[src/pkg/ebc_pkg.sv]
// constants, register map and state codes of the external bus controller
package ebc_pkg;
	localparam int ADDR_W    = 24;
	localparam int DATA_W    = 16;
	localparam int NUM_AREAS = 8;
	localparam int AREA_LSB  = 21;
	localparam int TIMER_W   = 3;

	// register byte offsets
	localparam logic [7:0] OFF_WIDTH  = 8'h00;
	localparam logic [7:0] OFF_ASTATE = 8'h04;
	localparam logic [7:0] OFF_WAIT   = 8'h08;
	localparam logic [7:0] OFF_BUSCTL = 8'h0c;
	localparam logic [7:0] OFF_RELCTL = 8'h10;
	localparam logic [7:0] OFF_RANGE  = 8'h14;
	localparam logic [7:0] OFF_CSDIR  = 8'h18;
	localparam logic [7:0] OFF_STATUS = 8'h1c;

	// field positions
	localparam int BUSCTL_IDLE_LSB  = 0;
	localparam int BUSCTL_BURST_LSB = 2;
	localparam int IDLE_RW_BIT      = 0;
	localparam int IDLE_AREA_BIT    = 1;
	localparam int BURST_MAX8_BIT   = 0;
	localparam int BURST_CYC2_BIT   = 1;
	localparam int BURST_EN_BIT     = 2;
	localparam int REL_EN_BIT       = 0;
	localparam int WAIT_EN_BIT      = 1;
	localparam int STATUS_MODE_LSB  = 0;
	localparam int STATUS_EXT_BIT   = 3;
	localparam int STATUS_ST_LSB    = 4;

	// reset values
	localparam logic [7:0]  RST_WIDTH_M4  = 8'h00;
	localparam logic [7:0]  RST_WIDTH_M57 = 8'hff;
	localparam logic [7:0]  RST_ASTATE    = 8'hff;
	localparam logic [15:0] RST_WAIT      = 16'hffff;
	localparam logic [1:0]  RST_IDLE      = 2'h3;
	localparam logic [2:0]  RST_BURST     = 3'h0;
	localparam logic [1:0]  RST_RELCTL    = 2'h0;
	localparam logic [4:0]  RST_RANGE_M45 = 5'h0d;
	localparam logic [4:0]  RST_RANGE_M67 = 5'h00;
	localparam logic [4:0]  RANGE_MAX     = 5'h10;
	localparam logic [7:0]  RST_CSDIR     = 8'h00;

	// address range base bit and access lengths in states
	localparam logic [4:0] RANGE_BASE_BIT = 5'h07;
	localparam logic [2:0] SHORT_STATES   = 3'h2;
	localparam logic [2:0] LONG_STATES    = 3'h3;
	localparam logic [2:0] BURST_FAST     = 3'h1;
	localparam logic [2:0] BURST_SLOW     = 3'h2;
	localparam logic [3:0] BURST_WORDS_4  = 4'h4;
	localparam logic [3:0] BURST_WORDS_8  = 4'h8;

	// operating modes
	localparam logic [2:0] MODE_EXT16  = 3'h4;
	localparam logic [2:0] MODE_EXT8   = 3'h5;
	localparam logic [2:0] MODE_EXTROM = 3'h6;
	localparam logic [2:0] MODE_SINGLE = 3'h7;

	typedef enum logic [1:0] {
		EBC_ST_IDLE = 2'b00,
		EBC_ST_BUS  = 2'b01,
		EBC_ST_GAP  = 2'b10,
		EBC_ST_REL  = 2'b11
	} ebc_state_t;
endpackage

[src/hdl/ebc_core.sv]
// external bus controller: apb registers, cycle sequencer and pin control
//
// Functional notes
// - eight 2-Mbyte areas, one active-low select for accessed area
// - address strobe low only while address outputs valid in cycle
// - read strobe low throughout an external read
// - upper strobe writes high lane, lower strobe writes low lane
// - wait pin held low stretches the cycle while low
// - wait pin enable setting, disabled after reset
// - bus request low releases all bus pins to high impedance
// - acknowledge low for the whole released state
// - bus release enable setting, disabled after reset, request ignored
// - per-area width 8 or 16, reset 16 in mode 4 else 8
// - per-area access 2 or 3 states, reset 3
// - per-area 0..3 program waits for 3-state access, reset 3
// - idle cycle options read-write and read-read areas, reset both
// - area 0 basic or burst rom, 1/2 state, 4/8 words
// - address output range seventeen steps, bits above not driven
// - reset range bits 20..0 modes 4,5; bits 7..0 modes 6,7
// - mode from pins, settings live in modes 4..6, mode 7 no bus
// - each select pin driven only when its direction bit is one
// - finish current cycle before release, resume after withdrawal
// - cycle lasts 2 states, or 3 plus program waits
// - enabled area select low for the whole bus cycle
// - burst rom mode forces area 0 to 16-bit width
//
// Our own choices: the APB register port and the placing of the registers.
`timescale 1ns/1ns
`default_nettype none
module ebc_core #(
	parameter int AW = ebc_pkg::ADDR_W,
	parameter int DW = ebc_pkg::DATA_W,
	parameter int NA = ebc_pkg::NUM_AREAS
) (
	input  wire logic          pclk,
	input  wire logic          presetn,
	input  wire logic          ce,
	input  wire logic [2:0]    op_mode_pins,
	input  wire logic          psel,
	input  wire logic          penable,
	input  wire logic          pwrite,
	input  wire logic [7:0]    paddr,
	input  wire logic [31:0]   pwdata,
	output logic      [31:0]   prdata,
	output logic               pready,
	output logic               pslverr,
	input  wire logic          req_valid,
	input  wire logic          req_write,
	input  wire logic          req_word,
	input  wire logic [AW-1:0] req_addr,
	input  wire logic [DW-1:0] req_wdata,
	output logic               req_done,
	output logic      [DW-1:0] req_rdata,
	output logic      [AW-1:0] addr_out,
	output logic      [AW-1:0] addr_oe,
	input  wire logic [DW-1:0] data_in,
	output logic      [DW-1:0] data_out,
	output logic               data_oe,
	output logic      [NA-1:0] area_sel_n,
	output logic      [NA-1:0] area_sel_oe,
	output logic               addr_strobe_n,
	output logic               read_strobe_n,
	output logic               upper_write_strobe_n,
	output logic               lower_write_strobe_n,
	output logic               strobe_oe,
	input  wire logic          wait_n,
	input  wire logic          release_request_n,
	output logic               release_ack_n
);
	localparam int TIMER_W_L = ebc_pkg::TIMER_W;

	// settings
	logic [NA-1:0]   width8;
	logic [NA-1:0]   astate3;
	logic [2*NA-1:0] pwait;
	logic [1:0]      idle_mode;
	logic [2:0]      burst_cfg;
	logic            rel_en;
	logic            wait_en;
	logic [4:0]      addr_range;
	logic [NA-1:0]   cs_dir;

	// mode strap and sequencer state
	logic            strap_done;
	logic [2:0]      op_mode;
	logic            ext_ok;
	ebc_pkg::ebc_state_t st;
	logic [AW-1:0]   cur_addr;
	logic [2:0]      cur_area;
	logic            cur_write;
	logic            cur_hi;
	logic            cur_lo;
	logic [2:0]      cur_len;
	logic            second;
	logic            last_read;
	logic [2:0]      last_area;
	logic            burst_live;
	logic [AW-1:0]   burst_next;
	logic [3:0]      burst_cnt;

	// combinational helpers
	logic            apb_wr;
	logic            apb_rd;
	logic            unmapped;
	logic [31:0]     rd_mux;
	logic [2:0]      req_area;
	logic            is_burst;
	logic            eff_w8;
	logic            split;
	logic [AW-1:0]   phase_addr;
	logic            need_gap;
	logic            burst_hit;
	logic [2:0]      next_len;
	logic [TIMER_W_L-1:0] t_cnt;
	logic            t_last;
	logic            t_load;
	logic            pin_hold;
	logic            cyc_end;
	logic            start;
	logic            reject;
	logic            go_rel;
	logic            own_pins;
	logic [5:0]      top_bit;
	logic [3:0]      burst_max;

	// apb slave with one wait state so read data comes from a flop
	assign apb_rd = psel && penable && !pready && !pwrite;
	assign apb_wr = psel && penable && pready && pwrite;

	always_comb begin
		unmapped = 1'b0;
		rd_mux   = 32'h0000_0000;
		unique case (paddr)
			ebc_pkg::OFF_WIDTH:  rd_mux[NA-1:0] = width8;
			ebc_pkg::OFF_ASTATE: rd_mux[NA-1:0] = astate3;
			ebc_pkg::OFF_WAIT:   rd_mux[2*NA-1:0] = pwait;
			ebc_pkg::OFF_BUSCTL: rd_mux[4:0] = {burst_cfg, idle_mode};
			ebc_pkg::OFF_RELCTL: rd_mux[1:0] = {wait_en, rel_en};
			ebc_pkg::OFF_RANGE:  rd_mux[4:0] = addr_range;
			ebc_pkg::OFF_CSDIR:  rd_mux[NA-1:0] = cs_dir;
			ebc_pkg::OFF_STATUS: rd_mux[5:0] = {st, ext_ok, op_mode};
			default:             unmapped = 1'b1;
		endcase
	end

	always_ff @(posedge pclk or negedge presetn) begin
		if (!presetn) begin
			pready <= 1'b0;
			prdata <= 32'h0000_0000;
		end else if (ce) begin
			pready <= psel && penable && !pready;
			if (apb_rd) begin
				prdata <= rd_mux;
			end
		end
	end

	assign pslverr = pready && unmapped;

	// mode pins caught on the first edge after reset release
	always_ff @(posedge pclk or negedge presetn) begin
		if (!presetn) begin
			strap_done <= 1'b0;
			op_mode    <= ebc_pkg::MODE_SINGLE;
		end else if (ce && !strap_done) begin
			strap_done <= 1'b1;
			op_mode    <= op_mode_pins;
		end
	end

	// modes below 4 are not bus modes, so they get no external bus either
	assign ext_ok = strap_done && op_mode >= ebc_pkg::MODE_EXT16
		&& op_mode != ebc_pkg::MODE_SINGLE;

	// settings; mode-dependent defaults load with the strap
	always_ff @(posedge pclk or negedge presetn) begin
		if (!presetn) begin
			width8     <= ebc_pkg::RST_WIDTH_M57;
			addr_range <= ebc_pkg::RST_RANGE_M67;
		end else if (ce) begin
			if (!strap_done) begin
				width8 <= (op_mode_pins == ebc_pkg::MODE_EXT16) ?
					ebc_pkg::RST_WIDTH_M4 : ebc_pkg::RST_WIDTH_M57;
				addr_range <= (op_mode_pins == ebc_pkg::MODE_EXT16
					|| op_mode_pins == ebc_pkg::MODE_EXT8) ?
					ebc_pkg::RST_RANGE_M45 : ebc_pkg::RST_RANGE_M67;
			end else if (apb_wr && paddr == ebc_pkg::OFF_WIDTH) begin
				width8 <= pwdata[NA-1:0];
			end else if (apb_wr && paddr == ebc_pkg::OFF_RANGE) begin
				// out-of-range codes clamp to the full bus
				addr_range <= (pwdata[4:0] > ebc_pkg::RANGE_MAX) ?
					ebc_pkg::RANGE_MAX : pwdata[4:0];
			end
		end
	end

	always_ff @(posedge pclk or negedge presetn) begin
		if (!presetn) begin
			astate3   <= ebc_pkg::RST_ASTATE;
			pwait     <= ebc_pkg::RST_WAIT;
			idle_mode <= ebc_pkg::RST_IDLE;
			burst_cfg <= ebc_pkg::RST_BURST;
			rel_en    <= ebc_pkg::RST_RELCTL[ebc_pkg::REL_EN_BIT];
			wait_en   <= ebc_pkg::RST_RELCTL[ebc_pkg::WAIT_EN_BIT];
			cs_dir    <= ebc_pkg::RST_CSDIR;
		end else if (ce && apb_wr) begin
			unique case (paddr)
				ebc_pkg::OFF_ASTATE: astate3 <= pwdata[NA-1:0];
				ebc_pkg::OFF_WAIT:   pwait <= pwdata[2*NA-1:0];
				ebc_pkg::OFF_BUSCTL: begin
					idle_mode <= pwdata[ebc_pkg::BUSCTL_IDLE_LSB +: 2];
					burst_cfg <= pwdata[ebc_pkg::BUSCTL_BURST_LSB +: 3];
				end
				ebc_pkg::OFF_RELCTL: begin
					rel_en  <= pwdata[ebc_pkg::REL_EN_BIT];
					wait_en <= pwdata[ebc_pkg::WAIT_EN_BIT];
				end
				ebc_pkg::OFF_CSDIR:  cs_dir <= pwdata[NA-1:0];
				default: ;
			endcase
		end
	end

	// request decode for the access about to start
	assign req_area = req_addr[ebc_pkg::AREA_LSB +: 3];
	assign is_burst = burst_cfg[ebc_pkg::BURST_EN_BIT] && req_area == 3'h0;
	assign eff_w8   = width8[req_area] && !is_burst;
	assign split    = eff_w8 && req_word;
	assign phase_addr = second ? (req_addr | AW'(1)) : req_addr;
	assign burst_max = burst_cfg[ebc_pkg::BURST_MAX8_BIT] ?
		ebc_pkg::BURST_WORDS_8 : ebc_pkg::BURST_WORDS_4;
	assign burst_hit = is_burst && !req_write && burst_live
		&& req_addr == burst_next && burst_cnt < burst_max;

	always_comb begin
		need_gap = 1'b0;
		if (last_read && req_write && idle_mode[ebc_pkg::IDLE_RW_BIT]) begin
			need_gap = 1'b1;
		end
		if (last_read && !req_write && req_area != last_area
			&& idle_mode[ebc_pkg::IDLE_AREA_BIT]) begin
			need_gap = 1'b1;
		end
	end

	always_comb begin
		if (burst_hit) begin
			next_len = burst_cfg[ebc_pkg::BURST_CYC2_BIT] ?
				ebc_pkg::BURST_SLOW : ebc_pkg::BURST_FAST;
		end else if (astate3[req_area]) begin
			next_len = ebc_pkg::LONG_STATES
				+ {1'b0, pwait[2*req_area +: 2]};
		end else begin
			next_len = ebc_pkg::SHORT_STATES;
		end
	end

	// sequencing decisions
	assign go_rel = st == ebc_pkg::EBC_ST_IDLE && ext_ok && rel_en
		&& !release_request_n;
	assign reject = st == ebc_pkg::EBC_ST_IDLE && strap_done && !ext_ok
		&& req_valid;
	assign start = st == ebc_pkg::EBC_ST_IDLE && ext_ok && !go_rel
		&& req_valid && !need_gap;
	// pin wait is only heard in the final state and only when enabled
	assign pin_hold = st == ebc_pkg::EBC_ST_BUS && t_last && wait_en
		&& !wait_n;
	assign cyc_end = st == ebc_pkg::EBC_ST_BUS && t_last && !pin_hold;
	assign t_load = start;
	assign req_done = reject || (cyc_end && (second || !(cur_hi && split)));

	ebc_state_timer #(
		.W(TIMER_W_L)
	) u_timer (
		.pclk     (pclk),
		.presetn  (presetn),
		.ce       (ce),
		.load     (t_load),
		.load_val (next_len - 3'h1),
		.hold     (pin_hold),
		.cnt      (t_cnt),
		.last     (t_last)
	);

	// main state machine
	always_ff @(posedge pclk or negedge presetn) begin
		if (!presetn) begin
			st <= ebc_pkg::EBC_ST_IDLE;
		end else if (ce) begin
			unique case (st)
				ebc_pkg::EBC_ST_IDLE: begin
					if (go_rel) begin
						st <= ebc_pkg::EBC_ST_REL;
					end else if (ext_ok && req_valid && need_gap) begin
						st <= ebc_pkg::EBC_ST_GAP;
					end else if (start) begin
						st <= ebc_pkg::EBC_ST_BUS;
					end
				end
				ebc_pkg::EBC_ST_BUS: begin
					if (cyc_end) begin
						st <= ebc_pkg::EBC_ST_IDLE;
					end
				end
				ebc_pkg::EBC_ST_GAP: st <= ebc_pkg::EBC_ST_IDLE;
				ebc_pkg::EBC_ST_REL: begin
					if (release_request_n) begin
						st <= ebc_pkg::EBC_ST_IDLE;
					end
				end
			endcase
		end
	end

	// cycle fields latched at start
	always_ff @(posedge pclk or negedge presetn) begin
		if (!presetn) begin
			cur_addr  <= '0;
			cur_area  <= 3'h0;
			cur_write <= 1'b0;
			cur_hi    <= 1'b0;
			cur_lo    <= 1'b0;
			cur_len   <= ebc_pkg::SHORT_STATES;
			data_out  <= '0;
		end else if (ce && start) begin
			cur_addr  <= phase_addr;
			cur_area  <= req_area;
			cur_write <= req_write;
			cur_len   <= next_len;
			if (eff_w8) begin
				// 8-bit areas use the upper lane; words go high byte first
				cur_hi   <= 1'b1;
				cur_lo   <= 1'b0;
				data_out <= {(req_word && !second) ? req_wdata[15:8] : req_wdata[7:0],
					8'h00};
			end else begin
				cur_hi   <= req_word || !req_addr[0];
				cur_lo   <= req_word || req_addr[0];
				data_out <= req_word ? req_wdata :
					(req_addr[0] ? {8'h00, req_wdata[7:0]} : {req_wdata[7:0], 8'h00});
			end
		end
	end

	// byte pairing, read data and history for idle-cycle decisions
	always_ff @(posedge pclk or negedge presetn) begin
		if (!presetn) begin
			second    <= 1'b0;
			req_rdata <= '0;
			last_read <= 1'b0;
			last_area <= 3'h0;
		end else if (ce) begin
			if (reject) begin
				req_rdata <= '0;
			end else if (cyc_end) begin
				last_read <= !cur_write;
				last_area <= cur_area;
				second    <= cur_hi && !cur_lo && split && !second;
				if (!cur_write) begin
					if (cur_hi && cur_lo) begin
						req_rdata <= data_in;
					end else if (split) begin
						if (second) begin
							req_rdata[7:0] <= data_in[15:8];
						end else begin
							req_rdata[15:8] <= data_in[15:8];
						end
					end else begin
						req_rdata <= {8'h00, cur_hi ? data_in[15:8] : data_in[7:0]};
					end
				end
			end else if (st == ebc_pkg::EBC_ST_GAP) begin
				last_read <= 1'b0;
			end
		end
	end

	// burst rom tracking for area 0
	always_ff @(posedge pclk or negedge presetn) begin
		if (!presetn) begin
			burst_live <= 1'b0;
			burst_next <= '0;
			burst_cnt  <= 4'h0;
		end else if (ce) begin
			if (start) begin
				if (is_burst && !req_write) begin
					burst_live <= 1'b1;
					burst_next <= req_addr + AW'(2);
					burst_cnt  <= burst_hit ? burst_cnt + 4'h1 : 4'h1;
				end else begin
					burst_live <= 1'b0;
				end
			end else if (st == ebc_pkg::EBC_ST_REL) begin
				burst_live <= 1'b0;
			end
		end
	end

	// pin control
	assign own_pins = ext_ok && st != ebc_pkg::EBC_ST_REL;
	assign top_bit  = {1'b0, ebc_pkg::RANGE_BASE_BIT} + {1'b0, addr_range};
	assign addr_out = cur_addr;
	assign strobe_oe = own_pins;
	assign data_oe  = own_pins && st == ebc_pkg::EBC_ST_BUS && cur_write;
	assign addr_strobe_n = !(st == ebc_pkg::EBC_ST_BUS);
	assign read_strobe_n = !(st == ebc_pkg::EBC_ST_BUS && !cur_write);
	// write strobes skip the first state so data settles before them
	assign upper_write_strobe_n = !(st == ebc_pkg::EBC_ST_BUS && cur_write && cur_hi
		&& t_cnt != cur_len - 3'h1);
	assign lower_write_strobe_n = !(st == ebc_pkg::EBC_ST_BUS && cur_write && cur_lo
		&& t_cnt != cur_len - 3'h1);
	assign release_ack_n = !(st == ebc_pkg::EBC_ST_REL);

	genvar gi;
	generate
		for (gi = 0; gi < AW; gi++) begin : g_addr
			assign addr_oe[gi] = own_pins && gi <= int'(top_bit);
		end
		for (gi = 0; gi < NA; gi++) begin : g_sel
			assign area_sel_oe[gi] = own_pins && cs_dir[gi];
			assign area_sel_n[gi]  = !(st == ebc_pkg::EBC_ST_BUS
				&& cur_area == 3'(gi) && cs_dir[gi]);
		end
	endgenerate
endmodule
`default_nettype wire

[src/hdl/ebc_state_timer.sv]
// down counter that times the states of one external bus cycle
`timescale 1ns/1ns
`default_nettype none
module ebc_state_timer #(
	parameter int W = 3
) (
	input  wire logic         pclk,
	input  wire logic         presetn,
	input  wire logic         ce,
	input  wire logic         load,
	input  wire logic [W-1:0] load_val,
	input  wire logic         hold,
	output logic      [W-1:0] cnt,
	output logic              last
);
	always_ff @(posedge pclk or negedge presetn) begin
		if (!presetn) begin
			cnt <= '0;
		end else if (ce) begin
			if (load) begin
				cnt <= load_val;
			end else if (cnt != '0 && !hold) begin
				cnt <= cnt - W'(1);
			end
		end
	end

	assign last = (cnt == '0);
endmodule
`default_nettype wire

[config.mk]
export PLATFORM = sky130hd
export DESIGN_NAME = ebc_core
export DESIGN_NICKNAME = d
export VERILOG_FILES = /design/src/pkg/ebc_pkg.sv /design/src/hdl/ebc_core.sv /design/src/hdl/ebc_state_timer.sv
export SDC_FILE = /design/constraint.sdc
export NUM_CORES = 1
export LEC_CHECK = 0
export BUFFER_PORTS_ARGS = -buffer_cell sky130_fd_sc_hd__buf_4
export CORE_MARGIN = 1
export CORE_UTILIZATION = 35
export CTS_CLUSTER_SIZE = 25
export DETAILED_ROUTE_END_ITERATION = 6
export GPL_TIMING_DRIVEN = 0
export PLACE_DENSITY = 0.53
export REMOVE_ABC_BUFFERS = 1
export SLEW_MARGIN = 5
export SYNTH_ARGS = -nofsm -noshare
export SYNTH_HDL_FRONTEND = slang
export SYNTH_SLANG_ARGS = --single-unit
[constraint.sdc]
create_clock -name pclk -period 8.8 [get_ports pclk]
set_clock_uncertainty 0.1 [all_clocks]
set_input_delay 0.88 -clock pclk [delete_from_list [all_inputs] [get_ports pclk]]
set_output_delay 0.88 -clock pclk [all_outputs]
set_load 0.05 [all_outputs]
==> run metrics, run 1 <==
HPWL after DPL=20.8 mm; grt met3 use=3.76%; arrival time at the worst endpoint=3.18 ns; total gr overflow=0; sw frac=42.2%; Total Neg Setup Slack=0 ns; r2r startpoint=strap_done; Syn Std Cell Area=9670 sq um; FF+latch count, synth=174; via count=8066; Clock Sinks=174; ys async rst share=100%; power density over cell area=244 nW/um^2; Total Routing Usage GR=20.6%; Int Power=1710 uW; sw power=1250 uW; Final Cycle Share=47.3%; DR vias/cell=5.28; share of the synthesized area in the top cell type=35.2%; Skew-Pair Late Insertion Delay=0.43 ns; non-filler instance count after layout=1527; worst slew pin tran=1.18 ns; setup bufs post-CTS=0; synth top area cells=dfrtp_1, dfstp_2, nand2_1, mux2_2, xor2_1; PortBufs=215; Flop pwr share=36.3%; met2 GRT Util=33.7%; Main synth FF type=dfrtp_1; HP Start=prdata[10]; n_diodes=0; Gate power share=39.0%; commonest non-fill, non-tap cells in the layout=buf_4, nand2_1, dfrtp_1; I/O Pins=248; Root Driver=clkbuf_16; gpl congestion=0.805; PostCTS Resize Cnt=0; share of cells above drive strength 1=32.0%; RSZ-0062 raised after global routing=false; P_leak=0.00564 uW; grt peak-use layer=met2; Achievable Freq=240 MHz; per-cell routed wire length=18.9 um; Synth warnings=0; # fillers=2673; Syn-to-layout area delta=25.2%; initial antenna violation count=0; Die ar.=28300 sq um; Cell variety after synth=77; Final Setup Violations=0; Avg Inst Size Synth=9.86 sq um; Slew Viols, Final=0; Final Hold Fails=0; EDFF count, synth=0; Num CTS Buffers=17; Util after Layout=44.8%; Relative slew margins=21.2%; Setup WS pre-CTS=4.44 ns; Initial Util=35.8%; clock tree buffer depth=2; Hold Path Class=flop to flop; CP Capture Type=output pin; fraction of the mapped netlist area in adder cells=1.16%; H-tree Lvls=4; met1 Track Usage GR=28.5%; Synth Instances=981; Setup crit start kind=flop; DRC=0; # nets final=1292; largest family of logic cells by synthesized area=simple AND/OR/NAND/NOR gates; most common cell after layout, fill and taps aside=buf_4; Clock power frac=24.8%; antenna viol nets, final=0; vias in the first global route=7921; run status=finished, final reports clean; VDD IR-drop max=0.132 mV; clock slew at reported path FFs=0.07 ns; WS Path Type=flop to output pin; Setup crit start=strap_done; Synth Area in XOR/XNOR=4.80%; placed cell area=11500 sq um; first-pass iteration count of the detailed router=5; Rows=60; mux contribution to synthesized area=10.9%; die extent in y=168 um; largest net degree at the start of global routing=106; dpl cells=1495; post-synthesis compound-gate area fraction=15.0%; Synth Area in Simple Gates=17.6%; Finished Cell Area=12100 sq um; Tmin final=4.16 ns; CTS Hold Bufs=0; first-pass GRT wire length=45.4 mm; 1st-iter DRT viols=418; worst endpoint required time=7.82 ns; Total Wirelength=28.8 mm; core area=27000 sq um; sequential share of the synthesized area=45.5%; CTS tree=built; Die X=168 um; CP Max Fanout=16; top cell type by total area after synthesis=dfrtp_1; maxcap violations=0; setup slack after layout=4.64 ns
-- flip-flops by register name, summed over array words and instances, names as in the netlist, 2 cells and up --
register / flops
burst_cfg: 3
pwait: 16
prdata: 16
idle_mode: 2
req_rdata: 16
addr_out: 24
width8: 8
st: 2
burst_cnt: 4
astate3: 8
cs_dir: 8
last_area: 3
addr_range: 5
u_timer.cnt: 3
op_mode: 3
cur_len: 3
burst_next: 24
data_out: 16
-- stage by stage --
step           hold WS, ns  power [uW]
2_1_floorplan        0.361        1830
3_3_place_gp         0.354        2230
3_5_place_dp         0.361        2240
4_1_cts              0.378        2990
5_1_grt              0.399        3100
6_report             0.371        2960
-- layer usage --
layer / routed length (um) / vias to the layer above
met5: 0 / -
met4: 223 / 0
met3: 1200 / 14
met2: 13800 / 192
met1: 13600 / 3984
li1: - / 3876
-- critical path: stages, from the launching register on --
cell and delay, ns:
dfrtp_1 0.76, and2_0 0.36, nand3_1 0.37, inv_1 0.49
nand2_1 0.28, a41oi_1 0.24, buf_4 0.23
-- cell families after synthesis --
family          Yosys count
compound gates          207
xor+xnor                 53
fa+ha+maj                 9
buf+inv                  99
flops                   174
mux                      85
other cells               1
simple gates            353
-- synth_stat cells (23+ instances only) --
cell	n
mux2_2	51
dfstp_2	38
dfrtp_1	136
inv_1	32
mux2i_1	23
nor2_1	36
nand3_1	31
xor2_1	43
o21ai_0	56
nand2_1	173
a21oi_1	31
clkbuf_1	34
-- final cells by class --
cell class / instances / area [sq um] / area share, %
clock inverter: 10 / 78.8 / 0.651
timing repair buffer: 225 / 1730 / 14.3
inverter: 32 / 120 / 0.992
multi-input combinational: 723 / 4860 / 40.2
sequential: 174 / 4400 / 36.4
tap: 341 / 427 / 3.52
clock buffer: 22 / 484 / 4.00
-- final timing paths --
| check | end | slack (ns) | depth (start not counted) |
|---|---|---|---|
| max | addr_oe[10] | 4.64 | 6 |
| min | prdata[10] | 0.37 | 2 |
| max reg2reg | data_out[7] | 4.98 | 7 |
| min reg2reg | prdata[10] | 0.37 | 2 |
| max in group asynchronous | cur_len[1] | 7.31 | 2 |
| min in group asynchronous | prdata[13] | 0.39 | 1 |
-- power by group through the flow --
| stage | combinational, uW | sequential (uW) | clock, uW |
|---|---|---|---|
| 4_1_cts | 1160 | 1070 | 751 |
| 5_1_grt | 1230 | 1090 | 775 |
| 2_1_floorplan | 393 | 1440 | 0 |
| 6_report | 1150 | 1070 | 732 |
| 3_3_place_gp | 1150 | 1080 | 0 |
| 3_5_place_dp | 1160 | 1080 | 0 |
Note: power is estimated with default switching activity, not from simulation.
==> run 2: changes to the inputs <==
--- a/config.mk
+++ b/config.mk
@@ -11,7 +11,7 @@
 export CTS_CLUSTER_SIZE = 25
 export DETAILED_ROUTE_END_ITERATION = 6
 export GPL_TIMING_DRIVEN = 0
-export PLACE_DENSITY = 0.53
+export PLACE_DENSITY = 0.55
 export REMOVE_ABC_BUFFERS = 1
 export SLEW_MARGIN = 5
 export SYNTH_ARGS = -nofsm -noshare
==> constraint.sdc (replaced) <==
create_clock -name pclk -period 3.7 [get_ports pclk]
set_clock_uncertainty 0.1 [all_clocks]
set_input_delay 0.37 -clock pclk [delete_from_list [all_inputs] [get_ports pclk]]
set_output_delay 0.37 -clock pclk [all_outputs]
set_load 0.05 [all_outputs]
==> run 2 against run 1 <==
  * Core utilization up 0.32 points
  * Setup slack worse by 4.4 ns
  * Register-to-register slack worse by 4.7 ns
  * Sequential share of layout area down 0.25 points
  * Largest power group unchanged
  * Flip-flop and latch count unchanged
  * Global-route usage down 0.32 points
  * Final cell count unchanged
  * Critical path depth up 7
  * Final area up 0.71%
  * Clock power rose to 2.6 times the previous value
  * Via count up 0.43%
  * Hold slack worse by 0.31 ns
==> run metrics, run 2 (synthesis results as in run 1) <==
vias in the first global route=7778 (-1.8%); clock slew at reported path FFs=0.07 ns (about the same); Total Wirelength=28.6 mm (-0.81%); DR top layer=met4; Die ar.=28300 sq um (unchanged); P_leak=0.00567 uW (+0.39%); PortBufs=215 (unchanged); Clock Sinks=174 (unchanged); Total Routing Usage GR=20.3% (-0.32 points); CTS tree=built; Hold Path Class=input port to flop; # nets final=1292 (unchanged); HPWL after DPL=20.6 mm (-1.0%); Fin Hold WS=0.0652 ns (-0.305 ns); CP Cell Sequence=inv_1 -> ha_1 -> o21a_1 -> nor4_1 -> nand3_1 -> o21ba_2 -> o31ai_1 -> ha_1 -> nand2_1 -> nor3_1 -> a21oi_1 -> mux2_2 -> nor3_1; most common cell after layout, fill and taps aside=buf_4; Slew Viols, Final=0 (unchanged); I/O Pins=248 (unchanged); Achievable Freq=290 MHz; Critical Path Max Stage Delay=0.46 ns (-0.30 ns); core area=27000 sq um (unchanged); worst slew pin tran=1.13 ns (-0.0472 ns); Tmin final=3.45 ns; sw frac=41.2% (-1.1 points); share of cells above drive strength 1=32.1% (+0.084 points); Flop pwr share=35.4% (-0.9 points); commonest non-fill, non-tap cells in the layout=buf_4, nand2_1, dfrtp_1; DRC=0 (unchanged); Metal-1 WL=13.3 mm (-1.6%); Final Setup Violations=0 (unchanged); non-filler instance count after layout=1527 (unchanged); power density over cell area=590 nW/um^2 (+140%); largest net degree at the start of global routing=90 (-15%); Clock power frac=26.5% (+1.7 points); arrival time at the worst endpoint=3.69 ns (+0.51 ns); Syn-to-layout area delta=26.1%; total gr overflow=0 (unchanged); Die X=168 um (unchanged); Setup crit start kind=flop; n_diodes=0 (unchanged); Rows=60 (unchanged); Gate power share=38.0% (-1.0 points); # fillers=2653 (-0.75%); CP delay by family, top=simple AND/OR/NAND/NOR gates; worst path buffer plus inverter count=1 (-1); setup bufs post-CTS=0 (unchanged); WS Path Type=flop to flop; highest-delay cell along the critical path=dfrtp_1; Root Driver=clkbuf_16; Tot Pwr=7200 uW (+140%); maxcap violations=0 (unchanged); first-pass iteration count of the detailed router=4 (-1); CP Max Fanout=8 (-8); VDD IR-drop max=0.253 mV (+91%); worst endpoint required time=3.94 ns (-3.88 ns); Int Power=4230 uW (+150%); Met3 Wirelength=1.44 mm (+20%); clock tree buffer depth=2 (unchanged); first-pass GRT wire length=44.8 mm (-1.3%); RSZ-0062 raised after global routing=false; Num CTS Buffers=17 (unchanged); dpl cells=1494 (-0.067%); per-cell routed wire length=18.7 um (-0.81%); Initial Util=35.8% (unchanged); Final Hold Fails=0 (unchanged); DR WL met2=13.5 mm (-2.1%); H-tree Lvls=4 (unchanged); Skew-Pair Late Insertion Delay=0.43 ns (about the same); via count=8101 (+0.43%); Final Cycle Share=93.3%; DR vias/cell=5.31 (+0.43%); Total Neg Setup Slack=0 ns (unchanged); 1st-iter DRT viols=446 (+6.7%); antenna viol nets, final=0 (unchanged); Relative slew margins=24.3% (+3.2 points); gpl congestion=0.825 (+2.5%); initial antenna violation count=0 (unchanged); CP Capture Type=flop; run status=finished, final reports clean; sw power=2960 uW (+140%); die extent in y=168 um (unchanged)
## run 2: cell count changes in the layout (fill, tap and decap cells not counted), sizes merged
cell	delta
buf	-1
bufinv	+3
clkbuf	-1
clkinv	-2
clkinvlp	+1
dlygate4sd3	+1
inv	-1
## run 2: cell type report
| cell class | count | area (sq um) | share of cell area (%) |
|---|---|---|---|
| multi-input combinational | 723 | 4870 | 40.0 |
| sequential | 174 | 4400 | 36.1 |
| timing repair buffer | 225 | 1750 | 14.4 |
| clock buffer | 21 | 460 | 3.78 |
| tap | 341 | 427 | 3.50 |
| clock inverter | 11 | 156 | 1.28 |
| inverter | 32 | 124 | 1.02 |
## run 2: layer usage
metal | GRT usage [%] | vias to the layer above
li1 | - | 3880
met1 | 28.1 | 3984
met2 | 32.3 | 220
met3 | 4.40 | 17
met4 | 4.43 | 0
met5 | 0 | -
## run 2: power by group through the flow
stage	Clock (uW)	Sequential, uW	Combinational, uW
CTS	1950	2550	2760
finish	1910	2550	2740
global route	2030	2600	2910
detailed placement	0	2570	2760
floorplan	0	3430	936
global placement	0	2570	2720
## run 2: worst reg2reg max path, delay by kind of cell, from the launching register on
| kind | cells | cell delay [ns] |
|---|---|---|
| adders and majority gates | 2 | 0.58 |
| muxes | 1 | 0.26 |
| AOI/OAI and AO/OA | 4 | 0.79 |
| and+or+nand+nor | 5 | 1.11 |
| DFF | 1 | 0.46 |
| buffers and inverters | 1 | 0.07 |
## run 2: metrics by stage
| stage | worst slack (ns) | util [%] | instance area, sq um |
|---|---|---|---|
| 6_report | 0.249 | 45.1 | 12200 |
| 5_1_grt | 0.0374 | 45.1 | 12200 |
| 4_1_cts | 0.0361 | 45.1 | 12200 |
| 3_5_place_dp | -0.00209 | 42.7 | 11600 |
| 3_3_place_gp | -1.63 | 42.2 | 11400 |
| 2_1_floorplan | -0.117 | - | 9370 |
## run 2: final timing paths
check | startpoint | cells past startpoint | end | slack, ns
min in group asynchronous | presetn | 2 | prdata[13] | 0.44
worst min register to register | prdata[10] | 2 | prdata[10] | 0.37
worst max-delay path | burst_cfg[0] | 13 | u_timer.cnt[2] | 0.25
worst max register to register | burst_cfg[0] | 13 | u_timer.cnt[2] | 0.25
worst min-delay path | data_in[10] | 2 | req_rdata[10] | 0.07
max in group asynchronous | presetn | 3 | cur_len[1] | 2.13
## run 2: what timing repair did
| item | in CTS | in global routing |
|---|---|---|
| gates resized for setup | 0 | 3 |
| hold endpoints to repair | 55 | 0 |
| setup endpoints to repair | 0 | 36 |
| hold buffers | 1 | 0 |
